### config.mk
export PLATFORM = sky130hd
export DESIGN_NAME = rtct_timers
export DESIGN_NICKNAME = d
export VERILOG_FILES = /design/src/inc/rtct_pkg.sv /design/src/hw/rtct_timers.sv /design/src/hw/rtct_prescaler.sv
export SDC_FILE = /design/constraint.sdc
export NUM_CORES = 1
export LEC_CHECK = 0
export ABC_AREA = 1
export BUFFER_PORTS_ARGS = -buffer_cell sky130_fd_sc_hd__buf_4
export CAP_MARGIN = 5
export CORE_MARGIN = 2
export CORE_UTILIZATION = 50
export DETAILED_ROUTE_END_ITERATION = 16
export MAX_ROUTING_LAYER = met4
export PLACE_DENSITY = 0.68
export SLEW_MARGIN = 20
export SYNTH_ARGS = -nofsm -noshare
export SYNTH_HDL_FRONTEND = slang
export SYNTH_SLANG_ARGS = --single-unit
### constraint.sdc
create_clock -name clk -period 3.1 [get_ports clk]
set_clock_uncertainty 0.1 [all_clocks]
set_input_delay 0.93 -clock clk [delete_from_list [all_inputs] [get_ports clk]]
set_output_delay 0.93 -clock clk [all_outputs]
set_load 0.02 [all_outputs]
### src/inc/rtct_pkg.sv
// Constants, types and helpers shared by the countdown and tick timer block.
// Assumes a single 20 MHz system clock with synchronous active-high reset.
package rtct_pkg;

	// System clock and the oscillator rate that the timers are built on
	localparam longint CLK_HZ       = 64'd20000000;
	localparam longint OSC_HZ       = 64'd32768;
	localparam int     PHASE_W      = 24;
	localparam logic [PHASE_W-1:0] PHASE_STEP =
		PHASE_W'((OSC_HZ << PHASE_W) / CLK_HZ);
	localparam int     PRE_W        = 15;

	// Prescaler masks: an enable fires when the masked low bits are all ones
	localparam logic [PRE_W-1:0] MASK_8192 = 15'h0003;
	localparam logic [PRE_W-1:0] MASK_4096 = 15'h0007;
	localparam logic [PRE_W-1:0] MASK_128  = 15'h00ff;
	localparam logic [PRE_W-1:0] MASK_64   = 15'h01ff;
	localparam logic [PRE_W-1:0] MASK_1HZ  = 15'h7fff;

	// Seconds per minute, as the last count of the seconds counter
	localparam logic [5:0] SEC_LAST = 6'h3b;

	// Register addresses
	localparam logic [4:0] ADDR_CTRL2    = 5'h01;
	localparam logic [4:0] ADDR_TMR_CTRL = 5'h0e;
	localparam logic [4:0] ADDR_CNT      = 5'h0f;

	// Control_2 field positions
	localparam int C2_MIN_EN    = 7;
	localparam int C2_SEC_EN    = 6;
	localparam int C2_TICK_FLAG = 5;
	localparam int C2_PULSE     = 4;
	localparam int C2_CD_FLAG   = 2;
	localparam int C2_CD_IRQ_EN = 0;

	// Timer and clock-out control field positions
	localparam int TC_SQW_LSB = 4;
	localparam int TC_RUN_EN  = 3;
	localparam int TC_SRC_LSB = 0;

	// Values after reset
	localparam logic [7:0] CTRL2_RST    = 8'h00;
	localparam logic [7:0] TMR_CTRL_RST = 8'h03;
	localparam logic [7:0] CNT_RST      = 8'h00;

	typedef enum logic [1:0] {
		SRC_4096 = 2'b00,
		SRC_64   = 2'b01,
		SRC_1HZ  = 2'b10,
		SRC_MIN  = 2'b11
	} rtct_src_t;

	typedef enum logic {
		CP_IDLE   = 1'b0,
		CP_ACTIVE = 1'b1
	} rtct_cpulse_t;

	function automatic logic rtct_low_ones(input logic [PRE_W-1:0] v,
		input logic [PRE_W-1:0] mask);
		return &(v | ~mask);
	endfunction

endpackage

### src/hw/rtct_timers.sv
// Countdown timer and second/minute tick timers with their flags and interrupt.
// Assumes register accesses arrive as one-cycle strobes from the serial front end.
`timescale 1ns/1ps
// Behaviour
// - Source select picks 4096, 64, 1, 1/60 Hz
// - Run enable bit gates countdown
// - Binary down count from loaded 8-bit value
// - Loaded zero stops the countdown
// - At one set flag and auto reload
// - Count read returns live counter
// - New count written takes effect immediately
// - First period after enable may vary
// - Countdown flag sticky until software clears
// - Interrupt pulse or level, enable gates it
// - Minute and second tick enables are independent
// - Tick flag follows second, else minute increment
// - Tick flag readable and clearable by host
// - Tick pulses regardless of tick flag state
// - Offset correction stretches slow periods; corr_hold here also stretches the 4096 Hz periods
// - Control at 0Eh, count at 0Fh
// - Flag writes AND into flags
// - Countdown pulse width depends on source, count
// - Tick pulse lasts one 64 Hz period
module rtct_timers import rtct_pkg::*; (
	// Clock and reset
	input  wire logic       clk,
	input  wire logic       srst,
	// Register port
	input  wire logic [4:0] reg_addr,
	input  wire logic [7:0] reg_wdata,
	input  wire logic       reg_wr,
	input  wire logic       reg_rd,
	output logic      [7:0] reg_rdata,
	// Offset correction request
	input  wire logic       corr_hold,
	// Open-drain interrupt pin
	output logic            irq_out,
	output logic            irq_oe,
	// Clock-out frequency select for the square-wave block
	output logic      [2:0] square_wave_freq_select
);

	logic               en_8192;
	logic               en_4096;
	logic               en_128;
	logic               en_64;
	logic               en_1hz;

	logic               minute_tick_enable_reg;
	logic               second_tick_enable_reg;
	logic               tick_flag_reg;
	logic               irq_pulse_mode_select_reg;
	logic               countdown_done_flag_reg;
	logic               countdown_irq_enable_reg;
	logic               countdown_run_enable_reg;
	rtct_src_t          countdown_source_select_reg;
	logic [2:0]         sqw_sel_reg;
	logic [7:0]         reload_reg;
	logic [7:0]         cnt_reg;
	logic [5:0]         sec_cnt_reg;
	logic               tick_pulse_reg;
	rtct_cpulse_t       cd_pulse_reg;
	rtct_cpulse_t       cd_pulse_next;
	logic               cd_armed_reg;
	logic [7:0]         rdata_reg;
	logic               irq_oe_reg;

	logic               wr_ctrl2;
	logic               wr_tmr_ctrl;
	logic               wr_cnt;
	logic               min_tick;
	logic               src_tick;
	logic               cd_active;
	logic               cd_end;
	logic               tick_evt;
	logic               tf_clear;
	logic               tick_clear;
	logic               cd_pulse_stop;
	logic               cd_irq;
	logic               tick_irq;

	rtct_prescaler u_prescaler (
		.clk       (clk),
		.srst      (srst),
		.corr_hold (corr_hold),
		.en_8192   (en_8192),
		.en_4096   (en_4096),
		.en_128    (en_128),
		.en_64     (en_64),
		.en_1hz    (en_1hz)
	);

	always_comb begin
		wr_ctrl2    = 1'b0;
		wr_tmr_ctrl = 1'b0;
		wr_cnt      = 1'b0;
		if (reg_wr && reg_addr == ADDR_CTRL2) begin
			wr_ctrl2 = 1'b1;
		end else if (reg_wr && reg_addr == ADDR_TMR_CTRL) begin
			wr_tmr_ctrl = 1'b1;
		end else if (reg_wr && reg_addr == ADDR_CNT) begin
			wr_cnt = 1'b1;
		end
	end

	// Seconds counter; its wrap is the minute increment
	always_ff @(posedge clk) begin
		if (srst) begin
			sec_cnt_reg <= '0;
		end else if (en_1hz) begin
			sec_cnt_reg <= (sec_cnt_reg == SEC_LAST) ? 6'h00 : sec_cnt_reg + 6'h01;
		end
	end

	assign min_tick = en_1hz && sec_cnt_reg == SEC_LAST;

	always_comb begin
		case (countdown_source_select_reg)
			SRC_4096: src_tick = en_4096;
			SRC_64:   src_tick = en_64;
			SRC_1HZ:  src_tick = en_1hz;
			default:  src_tick = min_tick;
		endcase
	end

	assign cd_active = countdown_run_enable_reg && reload_reg != 8'h00;
	// period end at count one; a stray zero left by a mid-period write also ends it
	assign cd_end    = cd_active && cd_armed_reg && src_tick && cnt_reg <= 8'h01;

	// first source tick only arms for the 4096 and 64 Hz sources
	// Slow sources arm on the 64 Hz grid, which gives their 1/64 s lead
	always_ff @(posedge clk) begin
		if (srst || !cd_active) begin
			cd_armed_reg <= 1'b0;
		end else if (countdown_source_select_reg inside {SRC_1HZ, SRC_MIN} ?
				en_64 : src_tick) begin
			cd_armed_reg <= 1'b1;
		end
	end

	// Control registers
	always_ff @(posedge clk) begin
		if (srst) begin
			minute_tick_enable_reg    <= CTRL2_RST[C2_MIN_EN];
			second_tick_enable_reg    <= CTRL2_RST[C2_SEC_EN];
			irq_pulse_mode_select_reg <= CTRL2_RST[C2_PULSE];
			countdown_irq_enable_reg  <= CTRL2_RST[C2_CD_IRQ_EN];
		end else if (wr_ctrl2) begin
			minute_tick_enable_reg    <= reg_wdata[C2_MIN_EN];
			second_tick_enable_reg    <= reg_wdata[C2_SEC_EN];
			irq_pulse_mode_select_reg <= reg_wdata[C2_PULSE];
			countdown_irq_enable_reg  <= reg_wdata[C2_CD_IRQ_EN];
		end
	end

	always_ff @(posedge clk) begin
		if (srst) begin
			sqw_sel_reg                 <= TMR_CTRL_RST[TC_SQW_LSB +: 3];
			countdown_run_enable_reg    <= TMR_CTRL_RST[TC_RUN_EN];
			countdown_source_select_reg <= rtct_src_t'(TMR_CTRL_RST[TC_SRC_LSB +: 2]);
		end else if (wr_tmr_ctrl) begin
			sqw_sel_reg                 <= reg_wdata[TC_SQW_LSB +: 3];
			countdown_run_enable_reg    <= reg_wdata[TC_RUN_EN];
			countdown_source_select_reg <= rtct_src_t'(reg_wdata[TC_SRC_LSB +: 2]);
		end
	end

	// free-running prescaler gives the uncertain first period
	always_ff @(posedge clk) begin
		if (srst) begin
			reload_reg <= CNT_RST;
			cnt_reg    <= CNT_RST;
		end else if (wr_cnt) begin
			reload_reg <= reg_wdata;
			cnt_reg    <= reg_wdata;
		end else if (cd_end) begin
			cnt_reg <= reload_reg;
		end else if (cd_active && cd_armed_reg && src_tick) begin
			cnt_reg <= cnt_reg - 8'h01;
		end
	end

	// writing zero clears, writing one keeps
	assign tf_clear   = wr_ctrl2 && !reg_wdata[C2_CD_FLAG];
	assign tick_clear = wr_ctrl2 && !reg_wdata[C2_TICK_FLAG];

	// sticky countdown flag; a period end beats a clear
	always_ff @(posedge clk) begin
		if (srst) begin
			countdown_done_flag_reg <= CTRL2_RST[C2_CD_FLAG];
		end else begin
			countdown_done_flag_reg <= (countdown_done_flag_reg && !tf_clear) || cd_end;
		end
	end

	assign tick_evt = second_tick_enable_reg ? en_1hz :
		(minute_tick_enable_reg && min_tick);

	always_ff @(posedge clk) begin
		if (srst) begin
			tick_flag_reg <= CTRL2_RST[C2_TICK_FLAG];
		end else begin
			tick_flag_reg <= (tick_flag_reg && !tick_clear) || tick_evt;
		end
	end

	// one 64 Hz period, cut short by a flag clear
	always_ff @(posedge clk) begin
		if (srst) begin
			tick_pulse_reg <= 1'b0;
		end else if (tick_evt) begin
			tick_pulse_reg <= 1'b1;
		end else if (en_64 || tick_clear) begin
			tick_pulse_reg <= 1'b0;
		end
	end

	// pulse end picked by source and count
	always_comb begin
		case (countdown_source_select_reg)
			SRC_4096: cd_pulse_stop = (reload_reg == 8'h01) ? en_8192 : en_4096;
			SRC_64:   cd_pulse_stop = (reload_reg == 8'h01) ? en_128 : en_64;
			default:  cd_pulse_stop = en_64;
		endcase
	end

	always_comb begin
		cd_pulse_next = cd_pulse_reg;
		case (cd_pulse_reg)
			CP_IDLE: begin
				if (cd_end) begin
					cd_pulse_next = CP_ACTIVE;
				end
			end
			default: begin
				if (cd_end) begin
					cd_pulse_next = CP_ACTIVE;
				end else if (cd_pulse_stop || tf_clear) begin
					cd_pulse_next = CP_IDLE;
				end
			end
		endcase
	end

	always_ff @(posedge clk) begin
		if (srst) begin
			cd_pulse_reg <= CP_IDLE;
		end else begin
			cd_pulse_reg <= cd_pulse_next;
		end
	end

	// pulse or level, gated by enable
	assign cd_irq   = countdown_irq_enable_reg && (irq_pulse_mode_select_reg ?
		cd_pulse_reg == CP_ACTIVE : countdown_done_flag_reg);
	assign tick_irq = (minute_tick_enable_reg || second_tick_enable_reg) &&
		(irq_pulse_mode_select_reg ? tick_pulse_reg : tick_flag_reg);

	// Pin only ever pulls low, so the output bit stays at zero
	always_ff @(posedge clk) begin
		if (srst) begin
			irq_oe_reg <= 1'b0;
		end else begin
			irq_oe_reg <= cd_irq || tick_irq;
		end
	end

	always_ff @(posedge clk) begin
		if (srst) begin
			rdata_reg <= 8'h00;
		end else if (reg_rd) begin
			if (reg_addr == ADDR_CTRL2) begin
				rdata_reg <= {minute_tick_enable_reg, second_tick_enable_reg,
					tick_flag_reg, irq_pulse_mode_select_reg, 1'b0,
					countdown_done_flag_reg, 1'b0, countdown_irq_enable_reg};
			end else if (reg_addr == ADDR_TMR_CTRL) begin
				rdata_reg <= {1'b0, sqw_sel_reg, countdown_run_enable_reg, 1'b0,
					countdown_source_select_reg};
			end else if (reg_addr == ADDR_CNT) begin
				rdata_reg <= cnt_reg;
			end else begin
				rdata_reg <= 8'h00;
			end
		end
	end

	assign reg_rdata               = rdata_reg;
	assign irq_out                 = 1'b0;
	assign irq_oe                  = irq_oe_reg;
	assign square_wave_freq_select = sqw_sel_reg;
endmodule

### src/hw/rtct_prescaler.sv
// Oscillator-rate prescaler: makes one-cycle enables for the timer rates.
// Assumes clk is the 20 MHz system clock; corr_hold comes from offset logic.
`timescale 1ns/1ps
module rtct_prescaler import rtct_pkg::*; (
	// Clock and reset
	input  wire logic clk,
	input  wire logic srst,
	// Offset correction
	input  wire logic corr_hold,
	// Rate enables
	output logic      en_8192,
	output logic      en_4096,
	output logic      en_128,
	output logic      en_64,
	output logic      en_1hz
);

	logic [PHASE_W:0]   phase_reg;
	logic [PHASE_W:0]   phase_next;
	logic [PRE_W-1:0]   pre_reg;
	logic               osc_tick;

	// Fractional divide: carry out of the accumulator is the oscillator tick
	assign phase_next = {1'b0, phase_reg[PHASE_W-1:0]} + {1'b0, PHASE_STEP};
	assign osc_tick   = phase_reg[PHASE_W];

	always_ff @(posedge clk) begin
		if (srst) begin
			phase_reg <= '0;
		end else begin
			phase_reg <= phase_next;
		end
	end

	always_ff @(posedge clk) begin
		if (srst) begin
			pre_reg <= '0;
		end else if (osc_tick && !corr_hold) begin
			pre_reg <= pre_reg + 15'h0001;
		end
	end

	assign en_8192 = osc_tick && !corr_hold && rtct_low_ones(pre_reg, MASK_8192);
	assign en_4096 = osc_tick && !corr_hold && rtct_low_ones(pre_reg, MASK_4096);
	assign en_128  = osc_tick && !corr_hold && rtct_low_ones(pre_reg, MASK_128);
	assign en_64   = osc_tick && !corr_hold && rtct_low_ones(pre_reg, MASK_64);
	assign en_1hz  = osc_tick && !corr_hold && rtct_low_ones(pre_reg, MASK_1HZ);

endmodule

=== Yosys cells after proc, flatten, opt, wreduce, memory -nomap -nowiden ===
Cells that the tools add are included.

* $add $sub $neg: 4
* $lt $le $gt $ge: 1
* Equal/unequal tests: 8
* Multiplexer cells: 27
* Reductions and logical operators: 44

{| class="wikitable"
|+ Operators with widths
! kind !! count
|-
| $mux W8 || 6
|-
| $add A24 B15 Y25 const B || 1
|-
| $logic_and A1 B1 Y1 || 21
|-
| $mux W1 || 18
|-
| $add A15 B1 Y15 const B || 1
|-
| $reduce_and A15 Y1 || 1
|-
| $eq A5 B4 Y1 const B || 2
|-
| $reduce_and A9 Y1 || 1
|-
| $eq A8 B1 Y1 const B || 1
|-
| $le A8 B1 Y1 const B || 1
|-
| $reduce_and A8 Y1 || 1
|-
| $reduce_bool A8 Y1 || 1
|-
| $sub A8 B1 Y8 const B || 1
|-
| $logic_or A1 B1 Y1 || 7
|-
| $add A6 B1 Y6 const B || 1
|-
| $eq A6 B6 Y1 const B || 1
|-
| $logic_not A1 Y1 || 6
|-
| $mux W6 || 1
|-
| $eq A5 B1 Y1 const B || 1
|-
| $eq A2 B2 Y1 const B || 2
|-
| $reduce_bool A2 Y1 || 2
|-
| $pmux W1 S3 || 1
|-
| $reduce_and A3 Y1 || 1
|-
| $reduce_bool A3 Y1 || 1
|-
| 4 further kinds || 4
|}

* Register bits: 86
* Input port bits: 18
* Output and inout port bits: 13

=== Longest topological paths before layout ===
* Depth in word-level cells: 9
* Gate-level depth with buffers: 18
* Gate-level depth less buffers: 18

=== Modules after synthesis ===
Synthesis repeated with hierarchy kept, for this count alone.

* Cells, all modules: 714
* Area, all modules: 4,713.3 sq um

{| class="wikitable"
|+ Modules (own cells, without submodules)
! module !! times used !! cells an instance !! area each (sq um) !! sequential area each (sq um)
|-
| rtct_timers || 1 || 365 || 2,451.1 || 920.9
|-
| rtct_prescaler || 1 || 349 || 2,262.2 || 800.8
|}

=== Worst setup path before layout ===
Ideal clock, no wire load.

* Path type: input to register
* Start point: input port corr_hold
* End point: register cnt_reg[6]
* Data arrival time: 2,049 ps
* Required time: 2,891 ps
* Setup slack: 842 ps
* Cell stages on the path: 13
* Cells stage by stage: inv_1 -> nand2_4 -> inv_1 -> nand3_1 -> nand2_1 -> nor2_1 -> nand2_4 -> nand3_4 -> nand2_2 -> o21ai_0 -> inv_2 -> nand2_1 -> inv_1

* Word-level cells in the longest chain between the ends: 9
* Elaborated cells between the ends (all ways): 12
* Those cells by class: 3 x mux; 9 x reduce/logical

{| class="wikitable"
|+ Ends and longest elaborated chain
! element !! RTL line !! text
|-
| from (decl) || rtct_timers.sv:35 || <nowiki>input wire logic corr_hold,</nowiki>
|-
| $logic_not A1 Y1 (*) || rtct_prescaler.sv:44, rtct_prescaler.sv:46, rtct_prescaler.sv:47 ||
|-
| $logic_and A1 B1 Y1 (*) || rtct_prescaler.sv:44, rtct_prescaler.sv:46, rtct_prescaler.sv:47 ||
|-
| $logic_and A1 B1 Y1 || rtct_prescaler.sv:47 || <nowiki>assign en_1hz = osc_tick && !corr_hold && rtct_low_ones(pre_reg, MASK_1HZ);</nowiki>
|-
| $logic_and A1 B1 Y1 || rtct_timers.sv:115 || <nowiki>assign min_tick = en_1hz && sec_cnt_reg == SEC_LAST;</nowiki>
|-
| $pmux W1 S3 (*) || rtct_timers.sv:118 || <nowiki>case (countdown_source_select_reg)</nowiki>
|-
| $logic_and A1 B1 Y1 (*) || rtct_timers.sv:128, rtct_timers.sv:178 ||
|-
| $logic_and A1 B1 Y1 || rtct_timers.sv:128 || <nowiki>assign cd_end = cd_active && cd_armed_reg && src_tick && cnt_reg <= 8'h01;</nowiki>
|-
| $mux W8 || rtct_timers.sv:176 || <nowiki>end else if (cd_end) begin</nowiki>
|-
| $mux W8 || rtct_timers.sv:173 || <nowiki>end else if (wr_cnt) begin</nowiki>
|-
| to (signal assigned) || rtct_timers.sv:175 || <nowiki>cnt_reg <= reg_wdata;</nowiki>
|-
| to (signal assigned) || rtct_timers.sv:177 || <nowiki>cnt_reg <= reload_reg;</nowiki>
|-
| to (signal assigned) || rtct_timers.sv:179 || <nowiki>cnt_reg <= cnt_reg - 8'h01;</nowiki>
|-
| to (decl) || rtct_timers.sv:59 || <nowiki>logic [7:0] cnt_reg;</nowiki>
|}

Mark *: on every way between the ends. The rest lies on a longest branch, timed or not.
A chain may end at the register's enable or synchronous reset.

=== Worst setup path after layout ===
* Start point: register u_prescaler.pre_reg[1]
* End point: register cnt_reg[6]

* Word-level cells in the longest chain between the ends: 8
* Elaborated cells between the ends (all ways): 13
* Those cells by class: 3 x mux; 10 x reduce/logical

{| class="wikitable"
|+ Ends and longest elaborated chain
! element !! RTL line !! text
|-
| from (decl) || rtct_prescaler.sv:20 || <nowiki>logic [PRE_W-1:0] pre_reg;</nowiki>
|-
| from (signal assigned) || rtct_prescaler.sv:39 || <nowiki>pre_reg <= pre_reg + 15'h0001;</nowiki>
|-
| $reduce_and A15 Y1 || rtct_pkg.sv:60 || <nowiki>return &(v | ~mask);</nowiki>
|-
| $logic_and A1 B1 Y1 || rtct_prescaler.sv:47 ||
|-
| $logic_and A1 B1 Y1 || rtct_timers.sv:115 ||
|-
| $pmux W1 S3 (*) || rtct_timers.sv:118 ||
|-
| $logic_and A1 B1 Y1 (*) || rtct_timers.sv:128, rtct_timers.sv:178 ||
|-
| $logic_and A1 B1 Y1 || rtct_timers.sv:128 ||
|-
| $mux W8 || rtct_timers.sv:176 ||
|-
| $mux W8 || rtct_timers.sv:173 ||
|}

Marked as above.

==> metrics.csv <==
metric,value,unit
ir_drop,0.3387,mV
pin_count,31,
cts.sinks,86,
power.density,492.4,mW/mm2
cts_resized,0,
synth_area_per_cell,6.925,um2
cts_tree,done,
hold_start,u_prescaler.phase_reg[0],
syn_inst,628,
dp_hpwl,7.130,mm
slew_viol_final,0,
ys_seq_elements,86,
synth-seq-area-share,0.3959,
start_util,0.5061,
rsz0062_at_grt,false,
yosys.area.top_type_share,0.3959,
fin_area,0.004918,mm2
grt_pass1_vias,3638,
critical_path_class,reg -> reg,
crit_chain,ha_1 -> inv_1 -> nor2_4 -> nand2_1 -> inv_1 -> ha_1 -> inv_1 -> nor2_1 -> nand2_1 -> nand2_1 -> nor2_1 -> nand2_4 -> nand3_4 -> a21oi_1 -> nand3_1 -> nand2_1 -> inv_1,
vias,3967,
io_buffer_count,29,
clockRootBuffer,clkbuf_8,
clockPowerShare,0.393,
area_delta_synth_final,13.09,%
cp_max_fo,10,
path_clk_slew,0.09,ns
clk_path_buf_depth,2,
fp.dieW,97.27,um
wl_per_cell,12.31,um
synth_edf_count,0,
wl,9.482,mm
cp.arrival,2.49,ns
end_kind,flop,
power.switching,612.8,uW
p_leak,0.001998,uW
nFillCells,844,
ctsHoldBuffers,0,
slew_headroom,0.6116,
layout.nets,683,
hold_slack,0.3633,ns
yosys_warnings,0,
synthDistinctLibCells,43,
cpMaxStageDelayCell,dfxtp_1,
drc,0,
fin_crit_sh,0.7526,
synth.area.top_cells,"dfxtp_1 (40%), nand2_1 (10%), a21oi_1 (7.8%)",
critPathRequiredTime,3.26,ns
post_cts_buffers,0,
synth_top_area_cell,dfxtp_1,
fmax,428.6,MHz
startpoint_type,flop,
die_h,97.27,um
synthFlopType,dfxtp_1,
setup_tns,0,ns
synth_fp_nets,653,
antennaDiodeCount,0,
worst_pin_slew,0.5782,ns
drive_gt1_frac,0.1148,
max_cap_viol_count,0,
insertion_delay,0.35,ns
grt_max_degree,40,
slowest_delay,0.38,ns
overflow,0,
core,0.008593,mm2
dpl_cell_area,0.004673,mm2
firstDrtPassIters,5,
ant_nets,0,
final_cells,770,
largest_reg_flops,25,
grt_util_all_layers,0.2133,
fp-row-count,34,
dieArea,0.009460,mm2
comb_power_share,0.110,
period_needed,2.333,ns
synth.most_common_cell,nand2_1,
syn_area,0.004349,mm2
switching_share,0.2530,
final_util,0.5724,
antenna_found_initial,0,
first_iter_violations,183,
async_flop_share,0,
hp-class,reg -> reg,
crit_start,u_prescaler.pre_reg[1],
place_congestion,0.9053,
numCtsBuffers,9,
grt_pass1_wl,16.39,mm
status,finished clean,
hold_violations,0,
dpl.cell_count,755,
viasPerCell,5.152,
setup_viol,0,
synthTopCellsByCount,"nand2_1 (116), inv_1 (90), dfxtp_1 (86), nor2_1 (82), a21oi_1 (68)",
internal_power,1809,uW
cts_max_level,3,
p_seq_frac,0.497,
worstReg2RegStart,u_prescaler.pre_reg[1],
==> metal layers <==
layer,wire [um],share of wire,up-vias,track usage
met2,4599,0.49,61,0.3622
met3,405,0.043,7,0.03741
li1,-,-,2099,-
met5,0,0,-,-
met4,55,0.0058,0,0.05449
met1,4422,0.47,1800,0.2653
==> power groups by stage <==
| stage | registers, uW | clock network (uW) | logic (uW) |
|---|---|---|---|
| after floorplan | 1220 | 0 | 197 |
| after global placement | 1230 | 0 | 262 |
| after detailed placement | 1230 | 0 | 267 |
| after CTS | 1200 | 970 | 268 |
| after global routing | 1210 | 1010 | 307 |
| final | 1200 | 952 | 267 |
==> final timing paths <==
path | end | slack, ns | depth (start not counted)
worst min register to register | u_prescaler.phase_reg[0] | 0.36 | 1
worst max register to register | cnt_reg[6] | 0.77 | 17
worst max-delay path | cnt_reg[6] | 0.77 | 17
worst min-delay path | u_prescaler.phase_reg[0] | 0.36 | 1
==> critical path, delay by kind of cell, from the launching register on <==
kind,cells,cell delay [ns]
compound gates,1,0.17
buf+inv,4,0.23
fa+ha+maj,2,0.34
simple gates,10,1.05
flops,1,0.38
==> stage by stage <==
stage / power, uW / setup WS [ns]
after floorplan: 1417 / 0.8419
after global placement: 1489 / 0.5719
after detailed placement: 1495 / 0.5139
after CTS: 2440 / 0.7468
after global routing: 2528 / 0.4136
final: 2422 / 0.7668
==> layout make-up <==
class | count | area [um2] | area share
Clock inverter | 5 | 107.6 | 0.02188
Inverter | 94 | 352.8 | 0.07174
Multi-Input combinational cell | 434 | 2216 | 0.4505
Timing Repair Buffer | 33 | 247.7 | 0.05037
Tap cell | 108 | 135.1 | 0.02747
Clock buffer | 10 | 137.6 | 0.02798
Sequential cell | 86 | 1722 | 0.3500
==> logic make-up (layout without fill, tap and decap cells) <==
logic type | Yosys count | in the layout | share of synthesized area
xor gates and xnor gates | 7 | 7 | 0.01410
DFF | 86 | 86 | 0.3959
and+or+nand+nor | 286 | 286 | 0.3116
adders and majority gates | 7 | 7 | 0.02014
other | 1 | 1 | 0.0008622
AOI/OAI and AO/OA | 133 | 133 | 0.1628
buffers and inverters | 108 | 142 | 0.09465
==> cells in the final DEF (no fill, tap or decap), types with 10 or more instances in the layout <==
master / count
a21oi_1: 68
dfxtp_1: 86
buf_4: 33
nor2_1: 82
inv_1: 90
clkbuf_8: 10
nor3_1: 13
nand3_1: 34
o21ai_0: 43
nand2_1: 116
No activity file was read; power rests on OpenSTA's default activity.
